File: src/timer8_pkg.sv
// constants shared by the 8-bit timer with shared prescaler
// Summary of operation
// clock source select clear: count once per instruction cycle without prescaler
// after a write to the count, counting stops for two instruction cycles
// clock source select set: count edges of the external count input
// edge select zero counts rising edges, one counts falling edges
// one prescaler serves timer or watchdog; assignment bit clear gives timer
// prescaler count is never readable or writable, only cleared by side effects
// timer prescaler ratio is a power of two from 1:2 to 1:256
// ratio codes 0..7 give 1:2..1:256 for timer, 1:1..1:128 for watchdog
// count wrap from ff to 00 sets the overflow flag
// interrupt request only while overflow interrupt enable is set; flag unaffected
// overflow flag stays set until software clears it
// timer is stopped during sleep, so overflow cannot wake the core
// prescaler output is sampled on second and fourth clock phases
// synchronising stage sits after the prescaler
// prescaler is a ripple-style divider giving a symmetrical square wave
// count updates some clock phases after the external edge
// shared divider is 8 bits: prescaler for timer, postscaler for watchdog
// with prescaler on timer, any count write clears the prescaler
// with prescaler on watchdog, watchdog clear also clears the prescaler
// prescaler assignment may change at any time while running
// software clears count, selects watchdog, clears watchdog, then sets ratio
// for a final watchdog ratio 1:1, software uses a temporary ratio first
// software clears the watchdog before moving the prescaler to the timer
package timer8_pkg;
  // register indices; byte address is four times the index
  localparam logic [7:0] IDX_COUNT = 8'h01;
  localparam logic [7:0] IDX_IRQ_CTRL = 8'h0b;
  localparam logic [7:0] IDX_OPTION = 8'h81;
  localparam logic [7:0] IDX_PORT_DIR = 8'h85;
  localparam int ADDR_W = 12;
  // field positions
  localparam int OVF_FLAG_BIT = 2;
  localparam int OVF_EN_BIT = 5;
  localparam int OPT_CS_BIT = 5;
  localparam int OPT_SE_BIT = 4;
  localparam int OPT_PSA_BIT = 3;
  // reset values
  localparam logic [7:0] COUNT_RESET = 8'h00;
  localparam logic [7:0] IRQ_CTRL_RESET = 8'h00;
  localparam logic [7:0] OPTION_RESET = 8'hff;
  localparam logic [5:0] PORT_DIR_RESET = 6'h3f;
  // clock phases within one instruction cycle
  localparam logic [1:0] PHASE_SECOND = 2'h1;
  localparam logic [1:0] PHASE_FOURTH = 2'h3;
  localparam int PHASES_PER_INSTR = 4;
  localparam int INHIBIT_INSTR = 2;
  localparam logic [3:0] INHIBIT_CYCLES = 4'(INHIBIT_INSTR * PHASES_PER_INSTR);
  // bus responses
  localparam logic [1:0] RESP_OKAY = 2'h0;
  localparam logic [1:0] RESP_SLVERR = 2'h2;
endpackage

File: src/timer8_with_shared_prescaler.sv
// 8-bit timer/counter with shared prescaler, AXI4-Lite register slave
//
// Our own choice: the AXI4-Lite register port.
`timescale 1ns/1ps
`default_nettype none
module timer8_with_shared_prescaler
  import timer8_pkg::*;
(
  input wire logic aclk,
  input wire logic aresetn,
  input wire logic count_input_pin,
  input wire logic sleep_mode,
  input wire logic watchdog_tick,
  input wire logic watchdog_clear,
  input wire logic [ADDR_W-1:0] awaddr,
  input wire logic awvalid,
  output logic awready,
  input wire logic [31:0] wdata,
  input wire logic [3:0] wstrb,
  input wire logic wvalid,
  output logic wready,
  output logic [1:0] bresp,
  output logic bvalid,
  input wire logic bready,
  input wire logic [ADDR_W-1:0] araddr,
  input wire logic arvalid,
  output logic arready,
  output logic [31:0] rdata,
  output logic [1:0] rresp,
  output logic rvalid,
  input wire logic rready,
  output logic overflow_irq,
  output logic watchdog_timeout
);

  // ----------------------------------------------------------------
  // state
  // ----------------------------------------------------------------
  typedef struct packed {
    logic [1:0] phase_ff;
    logic pin_s1_ff;
    logic pin_s2_ff;
    logic pin_prev_ff;
    logic [7:0] pre_cnt_ff;
    logic samp_ff;
    logic [7:0] count_ff;
    logic [7:0] irq_ctrl_ff;
    logic [7:0] option_ff;
    logic [5:0] port_dir_ff;
    logic [3:0] inhibit_ff;
    logic irq_ff;
    logic wdt_out_ff;
    logic awready_ff;
    logic aw_got_ff;
    logic [ADDR_W-1:0] aw_addr_ff;
    logic wready_ff;
    logic w_got_ff;
    logic [7:0] wdata_ff;
    logic wstrb0_ff;
    logic bvalid_ff;
    logic [1:0] bresp_ff;
    logic arready_ff;
    logic rvalid_ff;
    logic [31:0] rdata_ff;
    logic [1:0] rresp_ff;
  } state_t;

  localparam state_t RESET_ST = '{
    count_ff: COUNT_RESET,
    irq_ctrl_ff: IRQ_CTRL_RESET,
    option_ff: OPTION_RESET,
    port_dir_ff: PORT_DIR_RESET,
    samp_ff: 1'b1,
    awready_ff: 1'b1,
    wready_ff: 1'b1,
    arready_ff: 1'b1,
    default: '0
  };

  state_t st_ff;
  state_t nxt_st;

  logic instr_tick;
  logic sample_now;
  logic clk_sel;
  logic edge_sel;
  logic pre_to_wdt;
  logic [2:0] ratio;
  logic pin_edge;
  logic pre_src;
  logic pre_clr;
  logic [7:0] pre_inc;
  logic [2:0] wdt_bit;
  logic wdt_fire;
  logic tmr_level;
  logic tmr_rise;
  logic inc_src;
  logic inc_fire;
  logic ovf;
  logic do_write;
  logic [7:0] w_idx;
  logic [7:0] r_idx;
  logic w_mapped;
  logic wr_count;
  logic wr_irq_ctrl;
  logic wr_option;
  logic wr_port_dir;

  // ----------------------------------------------------------------
  // next state
  // ----------------------------------------------------------------
  always_comb
  begin
    nxt_st = st_ff;
    // four clock phases per instruction cycle
    nxt_st.phase_ff = st_ff.phase_ff + 2'h1;
    instr_tick = (st_ff.phase_ff == PHASE_FOURTH);
    sample_now = (st_ff.phase_ff == PHASE_SECOND) || (st_ff.phase_ff == PHASE_FOURTH);
    clk_sel = st_ff.option_ff[OPT_CS_BIT];
    edge_sel = st_ff.option_ff[OPT_SE_BIT];
    pre_to_wdt = st_ff.option_ff[OPT_PSA_BIT];
    ratio = st_ff.option_ff[2:0];

    // bus write: address and data taken in either order
    if (awvalid && st_ff.awready_ff)
    begin
      nxt_st.aw_got_ff = 1'b1;
      nxt_st.aw_addr_ff = awaddr;
    end
    if (wvalid && st_ff.wready_ff)
    begin
      nxt_st.w_got_ff = 1'b1;
      nxt_st.wdata_ff = wdata[7:0];
      nxt_st.wstrb0_ff = wstrb[0];
    end
    if (st_ff.bvalid_ff && bready)
    begin
      nxt_st.bvalid_ff = 1'b0;
    end
    do_write = st_ff.aw_got_ff && st_ff.w_got_ff && !st_ff.bvalid_ff;
    w_idx = st_ff.aw_addr_ff[9:2];
    w_mapped = (st_ff.aw_addr_ff[ADDR_W-1:10] == '0) &&
      ((w_idx == IDX_COUNT) || (w_idx == IDX_IRQ_CTRL) ||
       (w_idx == IDX_OPTION) || (w_idx == IDX_PORT_DIR));
    wr_count = do_write && st_ff.wstrb0_ff && (w_idx == IDX_COUNT);
    wr_irq_ctrl = do_write && st_ff.wstrb0_ff && (w_idx == IDX_IRQ_CTRL);
    wr_option = do_write && st_ff.wstrb0_ff && (w_idx == IDX_OPTION);
    wr_port_dir = do_write && st_ff.wstrb0_ff && (w_idx == IDX_PORT_DIR);
    if (do_write)
    begin
      nxt_st.aw_got_ff = 1'b0;
      nxt_st.w_got_ff = 1'b0;
      nxt_st.bvalid_ff = 1'b1;
      nxt_st.bresp_ff = w_mapped ? RESP_OKAY : RESP_SLVERR;
    end
    nxt_st.awready_ff = !nxt_st.aw_got_ff && !nxt_st.bvalid_ff;
    nxt_st.wready_ff = !nxt_st.w_got_ff && !nxt_st.bvalid_ff;
    // assignment may change at any moment
    if (wr_option)
    begin
      nxt_st.option_ff = st_ff.wdata_ff;
    end
    if (wr_port_dir)
    begin
      nxt_st.port_dir_ff = st_ff.wdata_ff[5:0];
    end

    // external input: two-stage synchroniser, then edge choice
    nxt_st.pin_s1_ff = count_input_pin;
    nxt_st.pin_s2_ff = st_ff.pin_s1_ff;
    nxt_st.pin_prev_ff = st_ff.pin_s2_ff;
    // rising edge when edge select clear, falling when set
    pin_edge = edge_sel ? (st_ff.pin_prev_ff && !st_ff.pin_s2_ff)
                        : (!st_ff.pin_prev_ff && st_ff.pin_s2_ff);

    // shared 8-bit divider, prescaler or watchdog postscaler
    pre_src = pre_to_wdt ? watchdog_tick : (clk_sel ? pin_edge : instr_tick);
    pre_inc = st_ff.pre_cnt_ff + 8'h01;
    // cleared only by count write or watchdog clear, never loaded
    pre_clr = (wr_count && !pre_to_wdt) || (watchdog_clear && pre_to_wdt);
    if (pre_clr)
    begin
      nxt_st.pre_cnt_ff = 8'h00;
    end
    else if (pre_src)
    begin
      // each bit toggles at half the rate of the one below
      nxt_st.pre_cnt_ff = pre_inc;
    end

    // watchdog side: code 0 is 1:1, each step doubles
    wdt_bit = ratio - 3'h1;
    wdt_fire = pre_src && !pre_clr &&
      ((ratio == 3'h0) || (st_ff.pre_cnt_ff[wdt_bit] && !pre_inc[wdt_bit]));
    nxt_st.wdt_out_ff = pre_to_wdt ? wdt_fire : watchdog_tick;

    // timer side: divider bit selects 1:2..1:256
    tmr_level = pre_to_wdt ? (st_ff.pin_s2_ff ^ edge_sel) : st_ff.pre_cnt_ff[ratio];
    // sampling after the divider, on second and fourth phases
    if (sample_now)
    begin
      nxt_st.samp_ff = tmr_level;
    end
    // count moves on the sampled edge, phases after the pin edge
    tmr_rise = sample_now && tmr_level && !st_ff.samp_ff;
    // timer mode without prescaler counts each instruction
    inc_src = (pre_to_wdt && !clk_sel) ? instr_tick : tmr_rise;
    // no counting in sleep or just after a count write
    inc_fire = inc_src && !sleep_mode && (st_ff.inhibit_ff == 4'h0) && !wr_count;

    if (wr_count)
    begin
      nxt_st.count_ff = st_ff.wdata_ff;
      nxt_st.inhibit_ff = INHIBIT_CYCLES;
    end
    else
    begin
      if (st_ff.inhibit_ff != 4'h0)
      begin
        nxt_st.inhibit_ff = st_ff.inhibit_ff - 4'h1;
      end
      if (inc_fire)
      begin
        nxt_st.count_ff = st_ff.count_ff + 8'h01;
      end
    end

    // overflow flag: hardware set wins over software clear
    ovf = inc_fire && (st_ff.count_ff == 8'hff);
    if (wr_irq_ctrl)
    begin
      nxt_st.irq_ctrl_ff = st_ff.wdata_ff;
    end
    if (ovf)
    begin
      nxt_st.irq_ctrl_ff[OVF_FLAG_BIT] = 1'b1;
    end
    // request gated by enable, flag untouched by it
    nxt_st.irq_ff = nxt_st.irq_ctrl_ff[OVF_FLAG_BIT] && nxt_st.irq_ctrl_ff[OVF_EN_BIT];

    // bus read
    r_idx = araddr[9:2];
    if (st_ff.rvalid_ff && rready)
    begin
      nxt_st.rvalid_ff = 1'b0;
      nxt_st.arready_ff = 1'b1;
    end
    if (arvalid && st_ff.arready_ff)
    begin
      nxt_st.arready_ff = 1'b0;
      nxt_st.rvalid_ff = 1'b1;
      nxt_st.rresp_ff = RESP_OKAY;
      nxt_st.rdata_ff = 32'h0000_0000;
      if (araddr[ADDR_W-1:10] != '0)
      begin
        nxt_st.rresp_ff = RESP_SLVERR;
      end
      else
      begin
        case (r_idx)
          IDX_COUNT: nxt_st.rdata_ff[7:0] = st_ff.count_ff;
          IDX_IRQ_CTRL: nxt_st.rdata_ff[7:0] = st_ff.irq_ctrl_ff;
          IDX_OPTION: nxt_st.rdata_ff[7:0] = st_ff.option_ff;
          IDX_PORT_DIR: nxt_st.rdata_ff[5:0] = st_ff.port_dir_ff;
          default: nxt_st.rresp_ff = RESP_SLVERR;
        endcase
      end
    end
  end

  // ----------------------------------------------------------------
  // registers
  // ----------------------------------------------------------------
  always_ff @(posedge aclk)
  begin
    if (!aresetn)
    begin
      st_ff <= RESET_ST;
    end
    else
    begin
      st_ff <= nxt_st;
    end
  end

  // ----------------------------------------------------------------
  // outputs
  // ----------------------------------------------------------------
  assign awready = st_ff.awready_ff;
  assign wready = st_ff.wready_ff;
  assign bvalid = st_ff.bvalid_ff;
  assign bresp = st_ff.bresp_ff;
  assign arready = st_ff.arready_ff;
  assign rvalid = st_ff.rvalid_ff;
  assign rdata = st_ff.rdata_ff;
  assign rresp = st_ff.rresp_ff;
  assign overflow_irq = st_ff.irq_ff;
  assign watchdog_timeout = st_ff.wdt_out_ff;
endmodule
`default_nettype wire
File: config.mk
export PLATFORM = sky130hd
export DESIGN_NAME = timer8_with_shared_prescaler
export DESIGN_NICKNAME = d
export VERILOG_FILES = /design/src/timer8_pkg.sv /design/src/timer8_with_shared_prescaler.sv
export SDC_FILE = /design/constraint.sdc
export NUM_CORES = 1
export LEC_CHECK = 0
export BUFFER_PORTS_ARGS = -buffer_cell sky130_fd_sc_hd__buf_4
export CORE_MARGIN = 3
export CORE_UTILIZATION = 40
export CTS_CLUSTER_SIZE = 10
export DETAILED_ROUTE_END_ITERATION = 16
export MAX_ROUTING_LAYER = met4
export PLACE_DENSITY_LB_ADDON = 0.15
export REMOVE_ABC_BUFFERS = 1
export SETUP_SLACK_MARGIN = 0.4
export SLEW_MARGIN = 0
export SYNTH_ARGS = -nofsm -noshare
export SYNTH_HDL_FRONTEND = slang
export SYNTH_SLANG_ARGS = --single-unit
File: constraint.sdc
create_clock -name aclk -period 3.1 [get_ports aclk]
set_input_delay 0.62 -clock aclk [delete_from_list [all_inputs] [get_ports aclk]]
set_output_delay 0.62 -clock aclk [all_outputs]
set_load 0.05 [all_outputs]
* After elaboration in Yosys (flattened, before gate mapping)
Index checks and enable logic that the tools add are counted.
Word-level totals: word-level logic and storage cells 140, flip-flop bits (word level) 90, output and inout port bits 43
Cells by class: bitwise logic cells 2, eq/ne operators 11, mux-type cells 32, reduce and logical (&&, ||, !) cells 60, $add $sub $neg 5, $lt $le $gt $ge 2
Operator list (number):
- equality test 8 bit (second input constant) | 5
- 2-to-1 mux 36 bit | 1
- logical AND 1 bit | 30
- 2-to-1 mux 8 bit | 3
- case mux 6 bit (4 select lines) | 1
- adder 8 x 1 -> 8 bit (second input constant) | 2
- equality test 8 x 1 -> 1 bit (second input constant) | 2
- equality test 8 x 4 -> 1 bit (second input constant) | 2
- zero test 1 bit | 13
- 2-to-1 mux 1 bit | 13
- 2-to-1 mux 13 bit | 1
- 2-to-1 mux 10 bit | 1
- binary-select mux 1 bit (select 3 bit) | 3
- less-than comparator 3 x 4 -> 1 bit (second input constant) | 2
- 2-to-1 mux 2 bit | 4
- 2-to-1 mux 4 bit | 2
- nonzero test 2 bit | 4
- logical OR 1 bit | 6
- 2-to-1 mux 6 bit | 1
- case mux 2 bit (3 select lines) | 1
- zero test 4 bit | 1
- nonzero test 4 bit | 1
- OR reduction 2 bit | 2
- OR reduction 4 bit | 1
- other kinds (10) | 10

* Depth between registers and ports, before layout
Gate-level depths: netlist (run 1).
word-level depth 12, mapped depth 8

* Least setup slack after synthesis (run 1)
Ideal clock, no wire load.
kind input -> register, start point in araddr[7], end point reg st_ff, in the netlist rdata[2], buffers on the path 1, stages 6, setup time 0.074 ns, data arrival time 2.195 ns, data required time 3.026 ns, slack 0.830 ns, cells stage by stage or4b_1 -> buf_2 -> nor4_2 -> a222oi_1 -> a21boi_0 -> o21ai_0
Between the ends: longest elaborated chain between the ends 3, elaborated cells on any way between the ends 6, those cells by class eq/ne: 4; mux: 2
Ends and longest elaborated chain:
- from (decl) | RTL line timer8_with_shared_prescaler.sv:25 | input wire logic [ADDR_W-1:0] araddr,
- equality test 8 bit, or another cell as far along | RTL line timer8_with_shared_prescaler.sv:260 | case (r_idx)
- case mux 6 bit (4 select lines) (*) | RTL line timer8_with_shared_prescaler.sv:260
- 2-to-1 mux 8 bit (*) | RTL line timer8_with_shared_prescaler.sv:254 | if (araddr[ADDR_W-1:10] != '0)
- to (signal assigned) | RTL line timer8_with_shared_prescaler.sv:282 | st_ff <= nxt_st;
- to (decl) | RTL line timer8_with_shared_prescaler.sv:80 | state_t st_ff;
Mark *: on every way between the ends. The rest lies on a longest branch, timed or not. A chain may end at the register's enable or synchronous reset.

* Worst setup path after layout (run 1)
start point reg st_ff[66] (netlist bit), end point reg st_ff[95] (netlist bit)
Between the ends: longest elaborated chain between the ends 4
Ends and longest elaborated chain:
- zero test 4 bit | RTL line timer8_with_shared_prescaler.sv:209 | inc_fire = inc_src && !sleep_mode && (st_ff.inhibit_ff == 4'h0) && !wr_count;
- logical AND 1 bit (2 in series) | RTL line timer8_with_shared_prescaler.sv:209
- nonzero test 2 bit (no source line)
Every way passes these cells.

==> impl_metrics.ini, run 1 <==
[route]
vias = 3359
first_pass_iters = 5
totalWireLength_um = 8800
viasPerCell = 5.09
drt_first_iter_violations = 132
drc_errors = 0
ant_nets = 0
wl_per_cell_um = 13.3

[global_routing]
antenna_found_initial = 0
grt_pass1_vias = 3051
grt_remaining_overflow = 0
grt_pass1_wl_um = 14500
grtUsageTotal_pct = 16.0
grt_max_degree = 35

[sta]
worst_pin_slew_ns = 0.582
setup_viol = 0
hold_viol_final = 0
fmax_mhz = 406
rsz0062_at_grt = no
period_minus_slack_ns = 2.46
finalSetupTns_ns = 0
max_slew_margin_pct = 61.1
hold-worst-slack_ns = 0.441
min_period_over_period_pct = 79.4
slew_violations = 0
skew_ns = 0.0176

[floorplanning]
start_util_pct = 41.6
boundaryPins = 114
rows = 36
dieArea_um2 = 11600
die-height_um = 108
core_um2 = 9910
die_w_um = 108

[clocking]
root_buffer = clkbuf_8
cts_tree = done
clkLatencyLatePin_ns = 0.36
cts-buffers-inserted = 9
cts_buffer_depth = 2
cts_setup_buffers = 0
clock_sinks = 86
path_clk_slew_ns = 0.08
cts_hold_buffers = 0
cts.htree.levels = 3

[pwr]
p_leak_uw = 0.00196
peakVddDrop_v = 0.000321
cellPowerDensity_nw_per_um2 = 523

[cells_and_area]
nNetsFinal = 601
layout-drive-gt1-share_pct = 18.8
area_growth_pct = 15.3
nFillCells = 986
antenna_cells = 0

[place]
port_buffers = 56
hpwl_um = 6290
gp_congestion = 0.842

[setup_path]
worstPathMaxFanout = 11
crit_family = compound AO/OA/AOI/OAI gates
reg2reg_to = st_ff[95]$_SDFFE_PN0P_
cp_cell_sequence = inv_1, ha_1, or3b_1, a211oi_1, o2111ai_2, or3_1, a31oi_1
path_buf_inv = 1
r2r_start = st_ff[66]$_SDFFE_PP0P_
reg2regPathDepth = 7
slowest_stage = or3b_1
critPathLaunchType = register
critical_path_class = register to register
cp.arrival_ns = 2.73
reg2reg_setup_slack_ns = 0.64
critPathCaptureType = register
max_stage_delay_ns = 0.43
required_ns = 3.37

[synthesis]
yosysSeqAreaShare_pct = 41.7
yosysUniqueCellTypes = 52
yosysWarnings = 0
synth_cells = 476
syn-cell-area_um2 = 4130
ys_ff_latch = 86
synth-edff-count = 0
avgSynthCellArea_um2 = 8.67
async_flop_share_pct = 0
synth_flop_cell = dfxtp_1

[worst_hold_path]
hp-start = nxt_st[110]$_SDFF_PN0_
hold_end = nxt_st[109]$_SDFF_PN0_
hold_depth = 1
hp-class = register to register

[flow_run]
cap_violations = 0

[status]
status = finished clean
-- flip-flops by register name, indices dropped and copies added (netlist names), 2 cells and up --
register and flops:
st_ff 61, nxt_st 2, ratio 3, rdata 8
-- through the flow --
stage / worst slack [ns] / instances / total power (uW) / utilization, % / instance area, um2
after floorplan: 0.798 / 446 / 1520 / - / 3870
after global placement: 0.677 / 644 / 1620 / 45.7 / 4530
after detailed placement: 0.596 / 644 / 1630 / 45.7 / 4530
after CTS: 0.560 / 660 / 2520 / 48.0 / 4750
after global routing: 0.424 / 660 / 2620 / 48.0 / 4760
final: 0.638 / 660 / 2490 / 48.0 / 4760
-- layout make-up --
type / instances / area, um2 / share of cell area, %
Clock inverter: 7 / 103 / 2.16
Tap cell: 133 / 166 / 3.50
Sequential cell: 86 / 1720 / 36.2
Inverter: 12 / 45.0 / 0.947
Multi-Input combinational cell: 348 / 2110 / 44.4
Timing Repair Buffer: 65 / 488 / 10.3
Clock buffer: 9 / 124 / 2.60
-- report_power, final --
group	switching (uW)	internal [uW]	leakage, uW	total, uW
combinational	244	145	0.00114	389
clock	420	465	0.000116	886
sequential	50.2	1160	0.000701	1210
-- worst max-delay path by stage --
stage	start	endpoint	slack, ns	cells past startpoint
2_1_floorplan	araddr[7]	rdata[2]$_SDFFE_PN0P_	0.80	5
3_3_place_gp	st_ff[66]$_SDFFE_PP0P_	st_ff[98]$_SDFFE_PN0P_	0.68	7
3_5_place_dp	st_ff[66]$_SDFFE_PP0P_	st_ff[95]$_SDFFE_PN0P_	0.60	7
4_1_cts	st_ff[66]$_SDFFE_PP0P_	st_ff[97]$_SDFFE_PN0P_	0.56	7
5_1_grt	st_ff[66]$_SDFFE_PP0P_	st_ff[95]$_SDFFE_PN0P_	0.42	7
6_report	st_ff[66]$_SDFFE_PP0P_	st_ff[95]$_SDFFE_PN0P_	0.64	7
-- timing repair --
item,CTS,global route
endpoints found under the setup margin,0,5
resized for setup,0,1
endpoints found under the hold margin,0,0
-- synth_stat cells (4+ instances only) --
cell type	instances	area share (%)
a211oi_1	6	1.1
nand4_1	4	0.61
mux2_2	4	1.1
dfxtp_1	86	42
a21oi_1	32	3.9
mux2i_1	21	5.1
or3_1	7	1.1
nor2_1	34	3.1
nand3_1	6	0.73
and2_1	10	1.5
nand2_1	74	6.7
a31oi_1	8	1.2
a222oi_1	8	1.9
o2111ai_1	4	0.85
ha_1	8	2.4
o21ai_0	32	3.9
inv_1	12	1.1
xor2_1	6	1.3
clkbuf_1	15	1.4
nor3_1	5	0.61
buf_4	37	6.7
nand2b_1	8	1.2
a21boi_0	6	1.1
-- cells by family (layout without fill, tap and decap cells) --
family                     count (synthesis)  after routing  synth area share, %
buffers and inverters                     67             93                 9.55
adders and majority gates                  8              8                 2.43
DFF                                       86             86                 41.7
AOI/OAI and AO/OA                        107            107                 16.4
and+or+nand+nor                          171            171                 20.8
xor gates and xnor gates                   9              9                 1.91
muxes                                     27             27                 7.09
other                                      1             26               0.0909
-- per-layer routing --
| metal | track usage, % | share of wire, % | up-vias |
|---|---|---|---|
| met4 | 3.79 | 0.82 | 0 |
| met3 | 4.20 | 5.5 | 6 |
| met1 | 20.8 | 47 | 1546 |
| met5 | - | 0 | - |
| li1 | - | - | 1708 |
| met2 | 25.0 | 46 | 99 |
-- worst register-to-register path, delay by kind of cell, from the launching register on --
family	cells	cell delay, ns
buffers and inverters	1	0.08
DFF	1	0.34
adders and majority gates	1	0.19
and+or+nand+nor	2	0.86
AOI/OAI and AO/OA	3	0.92
-- placed cells by master (no fill, tap or decap), drive strengths merged, types with 4 or more instances in the layout --
| master | netlist | final |
|---|---|---|
| nand4 | 4 | 4 |
| nand2b | 8 | 8 |
| nand3 | 6 | 6 |
| mux2i | 21 | 21 |
| a21oi | 32 | 32 |
| a31oi | 8 | 8 |
| dfxtp | 86 | 86 |
| ha | 8 | 8 |
| a21boi | 6 | 6 |
| nor4 | 5 | 5 |
| o21ai | 33 | 33 |
| inv | 12 | 15 |
| a222oi | 8 | 8 |
| and2 | 10 | 10 |
| o2111ai | 4 | 4 |
| nor3 | 5 | 5 |
| xor2 | 6 | 6 |
| nor2 | 34 | 34 |
| mux2 | 5 | 5 |
| conb | 1 | 26 |
| nand2 | 74 | 74 |
| buf | 40 | 65 |
| or3 | 7 | 7 |
| a211oi | 6 | 6 |
| clkbuf | 15 | 9 |
No activity file was read; power rests on OpenSTA's default activity.
==> run 2, diff against run 1 <==
==> constraint.sdc (replaced) <==
create_clock -name aclk -period 2.3 [get_ports aclk]
set_input_delay 0.46 -clock aclk [delete_from_list [all_inputs] [get_ports aclk]]
set_output_delay 0.46 -clock aclk [all_outputs]
set_load 0.05 [all_outputs]
==> impl_metrics.ini, run 2 (synthesized netlist as in run 1, its figures left out) <==
[cells_and_area]
final_core_util_pct = 50.8
final_common_cell = buf_4
nNetsFinal = 621
layout_common_cells = buf_4 (83), dfxtp_1 (80), nand2_1 (74)
largest_register = st_ff
layout-drive-gt1-share_pct = 25.2
area_growth_pct = 22.1
antenna_cells = 0
largest_reg_flops = 61

[global_routing]
antenna_found_initial = 0
met1_usage_pct = 21.9
grt_max_degree = 35
use_met3_pct = 4.02
grt_remaining_overflow = 0
grtUsageTotal_pct = 17.2
grt_pass1_wl_um = 15600
grt.busiest_layer = met2
grt_pass1_vias = 3256
gr-usage-met2_pct = 27.3

[worst_hold_path]
hp-start = count_input_pin
hp-class = input port to register
hold_depth = 2
hold_end = nxt_st[110]$_SDFF_PN0_

[route]
vias = 3425
totalWireLength_um = 9340
drc_errors = 0
first_pass_iters = 7
viasPerCell = 5.04
ant_nets = 0
drt_first_iter_violations = 238
wl_per_cell_um = 13.7

[sta]
period_minus_slack_ns = 2.06
fmax_mhz = 486
min_period_over_period_pct = 89.4
setup_slack_ns = 0.244
skew_ns = 0.0153
setup_viol = 0
finalSetupTns_ns = 0
hold-worst-slack_ns = 0.314
hold_viol_final = 0
rsz0062_at_grt = yes
slew_violations = 0

[setup_path]
slowest_stage = mux4_2
critical_path_class = register to register
worstPathMaxFanout = 5
cp_cell_sequence = mux2_4, mux4_2, o2111a_2, a41o_1, and2_1
required_ns = 2.56
cp.arrival_ns = 2.32
r2r_start = ratio[1]$_SDFFE_PN1P_
max_stage_delay_ns = 0.52
reg2reg_setup_slack_ns = 0.24
critPathCaptureType = register
reg2reg_to = st_ff[86]$_SDFF_PN0_
reg2regPathDepth = 5
critPathLaunchType = register

[floorplanning]
start_util_pct = 41.6
rows = 36
dieArea_um2 = 11600
boundaryPins = 114
die_w_um = 108
core_um2 = 9910
die-height_um = 108

[clocking]
root_buffer = clkbuf_8
cts-buffers-inserted = 9
cts.htree.levels = 3
path_clk_slew_ns = 0.09
cts_hold_buffers = 0
clkLatencyLatePin_ns = 0.36
cts_buffer_depth = 2
cts_tree = done
clock_sinks = 86

[place]
hpwl_um = 6660
preCtsSetupSlack_ns = 0.000146
port_buffers = 56
gp_congestion = 0.873

[pwr]
swShare_pct = 30.5
p_seq_share_pct = 47.9
p_sw_uw = 1040
p_leak_uw = 0.00207
peakVddDrop_v = 0.000422
p_int_uw = 2370
pwr-share-comb_pct = 19.1
clkPwrFrac_pct = 33.1
cellPowerDensity_nw_per_um2 = 678

[flow_run]
cap_violations = 0

[status]
status = finished clean
[run 2: changes by cell type in the layout (fill, tap and decap cells not counted), sizes merged]
cell      before  now
buf           65   85
clkinv         2    0
inv           15   17
bufinv         2    1
clkinvlp       0    1
[run 2: final cells by class]
| class | count | area (um2) |
|---|---|---|
| fill | 981 | 4870 |
| multi-input combinational | 348 | 2230 |
| tap | 133 | 166 |
| inverter | 12 | 45.0 |
| clock inverter | 7 | 86.3 |
| sequential | 86 | 1740 |
| timing repair buffer | 85 | 646 |
| clock buffer | 9 | 124 |
[run 2: power by group through the flow]
stage               Combinational, uW  Sequential, uW  Clock, uW
floorplan                         355            1690          0
global placement                  560            1670          0
detailed placement                568            1670          0
CTS                               643            1640       1160
global route                      719            1650       1220
finish                            652            1630       1130
[run 2: what timing repair did]
action / 4_1_cts / 5_1_grt
cloned: 1 / 0
pin swaps: 17 / 2
gates resized for setup: 27 / 12
setup endpoints to repair: 28 / 35
buffers inserted: 3 / 2
[run 2: worst max-delay path by stage]
stage                                 startpoint                      to  slack (ns)  depth (start not counted)
final                      ratio[1]$_SDFFE_PN1P_    st_ff[86]$_SDFF_PN0_        0.24                          5
after global routing       ratio[1]$_SDFFE_PN1P_  st_ff[99]$_SDFFE_PN0P_        0.19                          5
after CTS                  ratio[1]$_SDFFE_PN1P_    st_ff[86]$_SDFF_PN0_        0.27                          5
after detailed placement               araddr[7]   rdata[5]$_SDFFE_PN0P_      0.0001                          6
after global placement                 araddr[7]   rdata[5]$_SDFFE_PN0P_        0.03                          6
after floorplan           st_ff[56]$_SDFFE_PN0P_    st_ff[86]$_SDFF_PN0_        0.07                          5
[run 2: layer usage]
layer	wire [um]	share of wire [%]
met2	4410	47
met3	486	5.2
met4	85	0.91
met1	4360	47
met5	0	0
[run 2: worst max-delay path: cells and delay by family, from the launching register on]
kind	cells	cell delay, ns
and+or+nand+nor	1	0.15
muxes	2	0.83
AOI/OAI and AO/OA	2	0.58
DFF	1	0.40
[run 2: per-stage QoR]
step                total power [uW]  std cells  instance area (um2)
floorplan                       2050        446                 3870
global placement                2230        658                 4630
detailed placement              2240        658                 4630
CTS                             3440        678                 4970
global route                    3590        680                 5040
finish                          3420        680                 5040
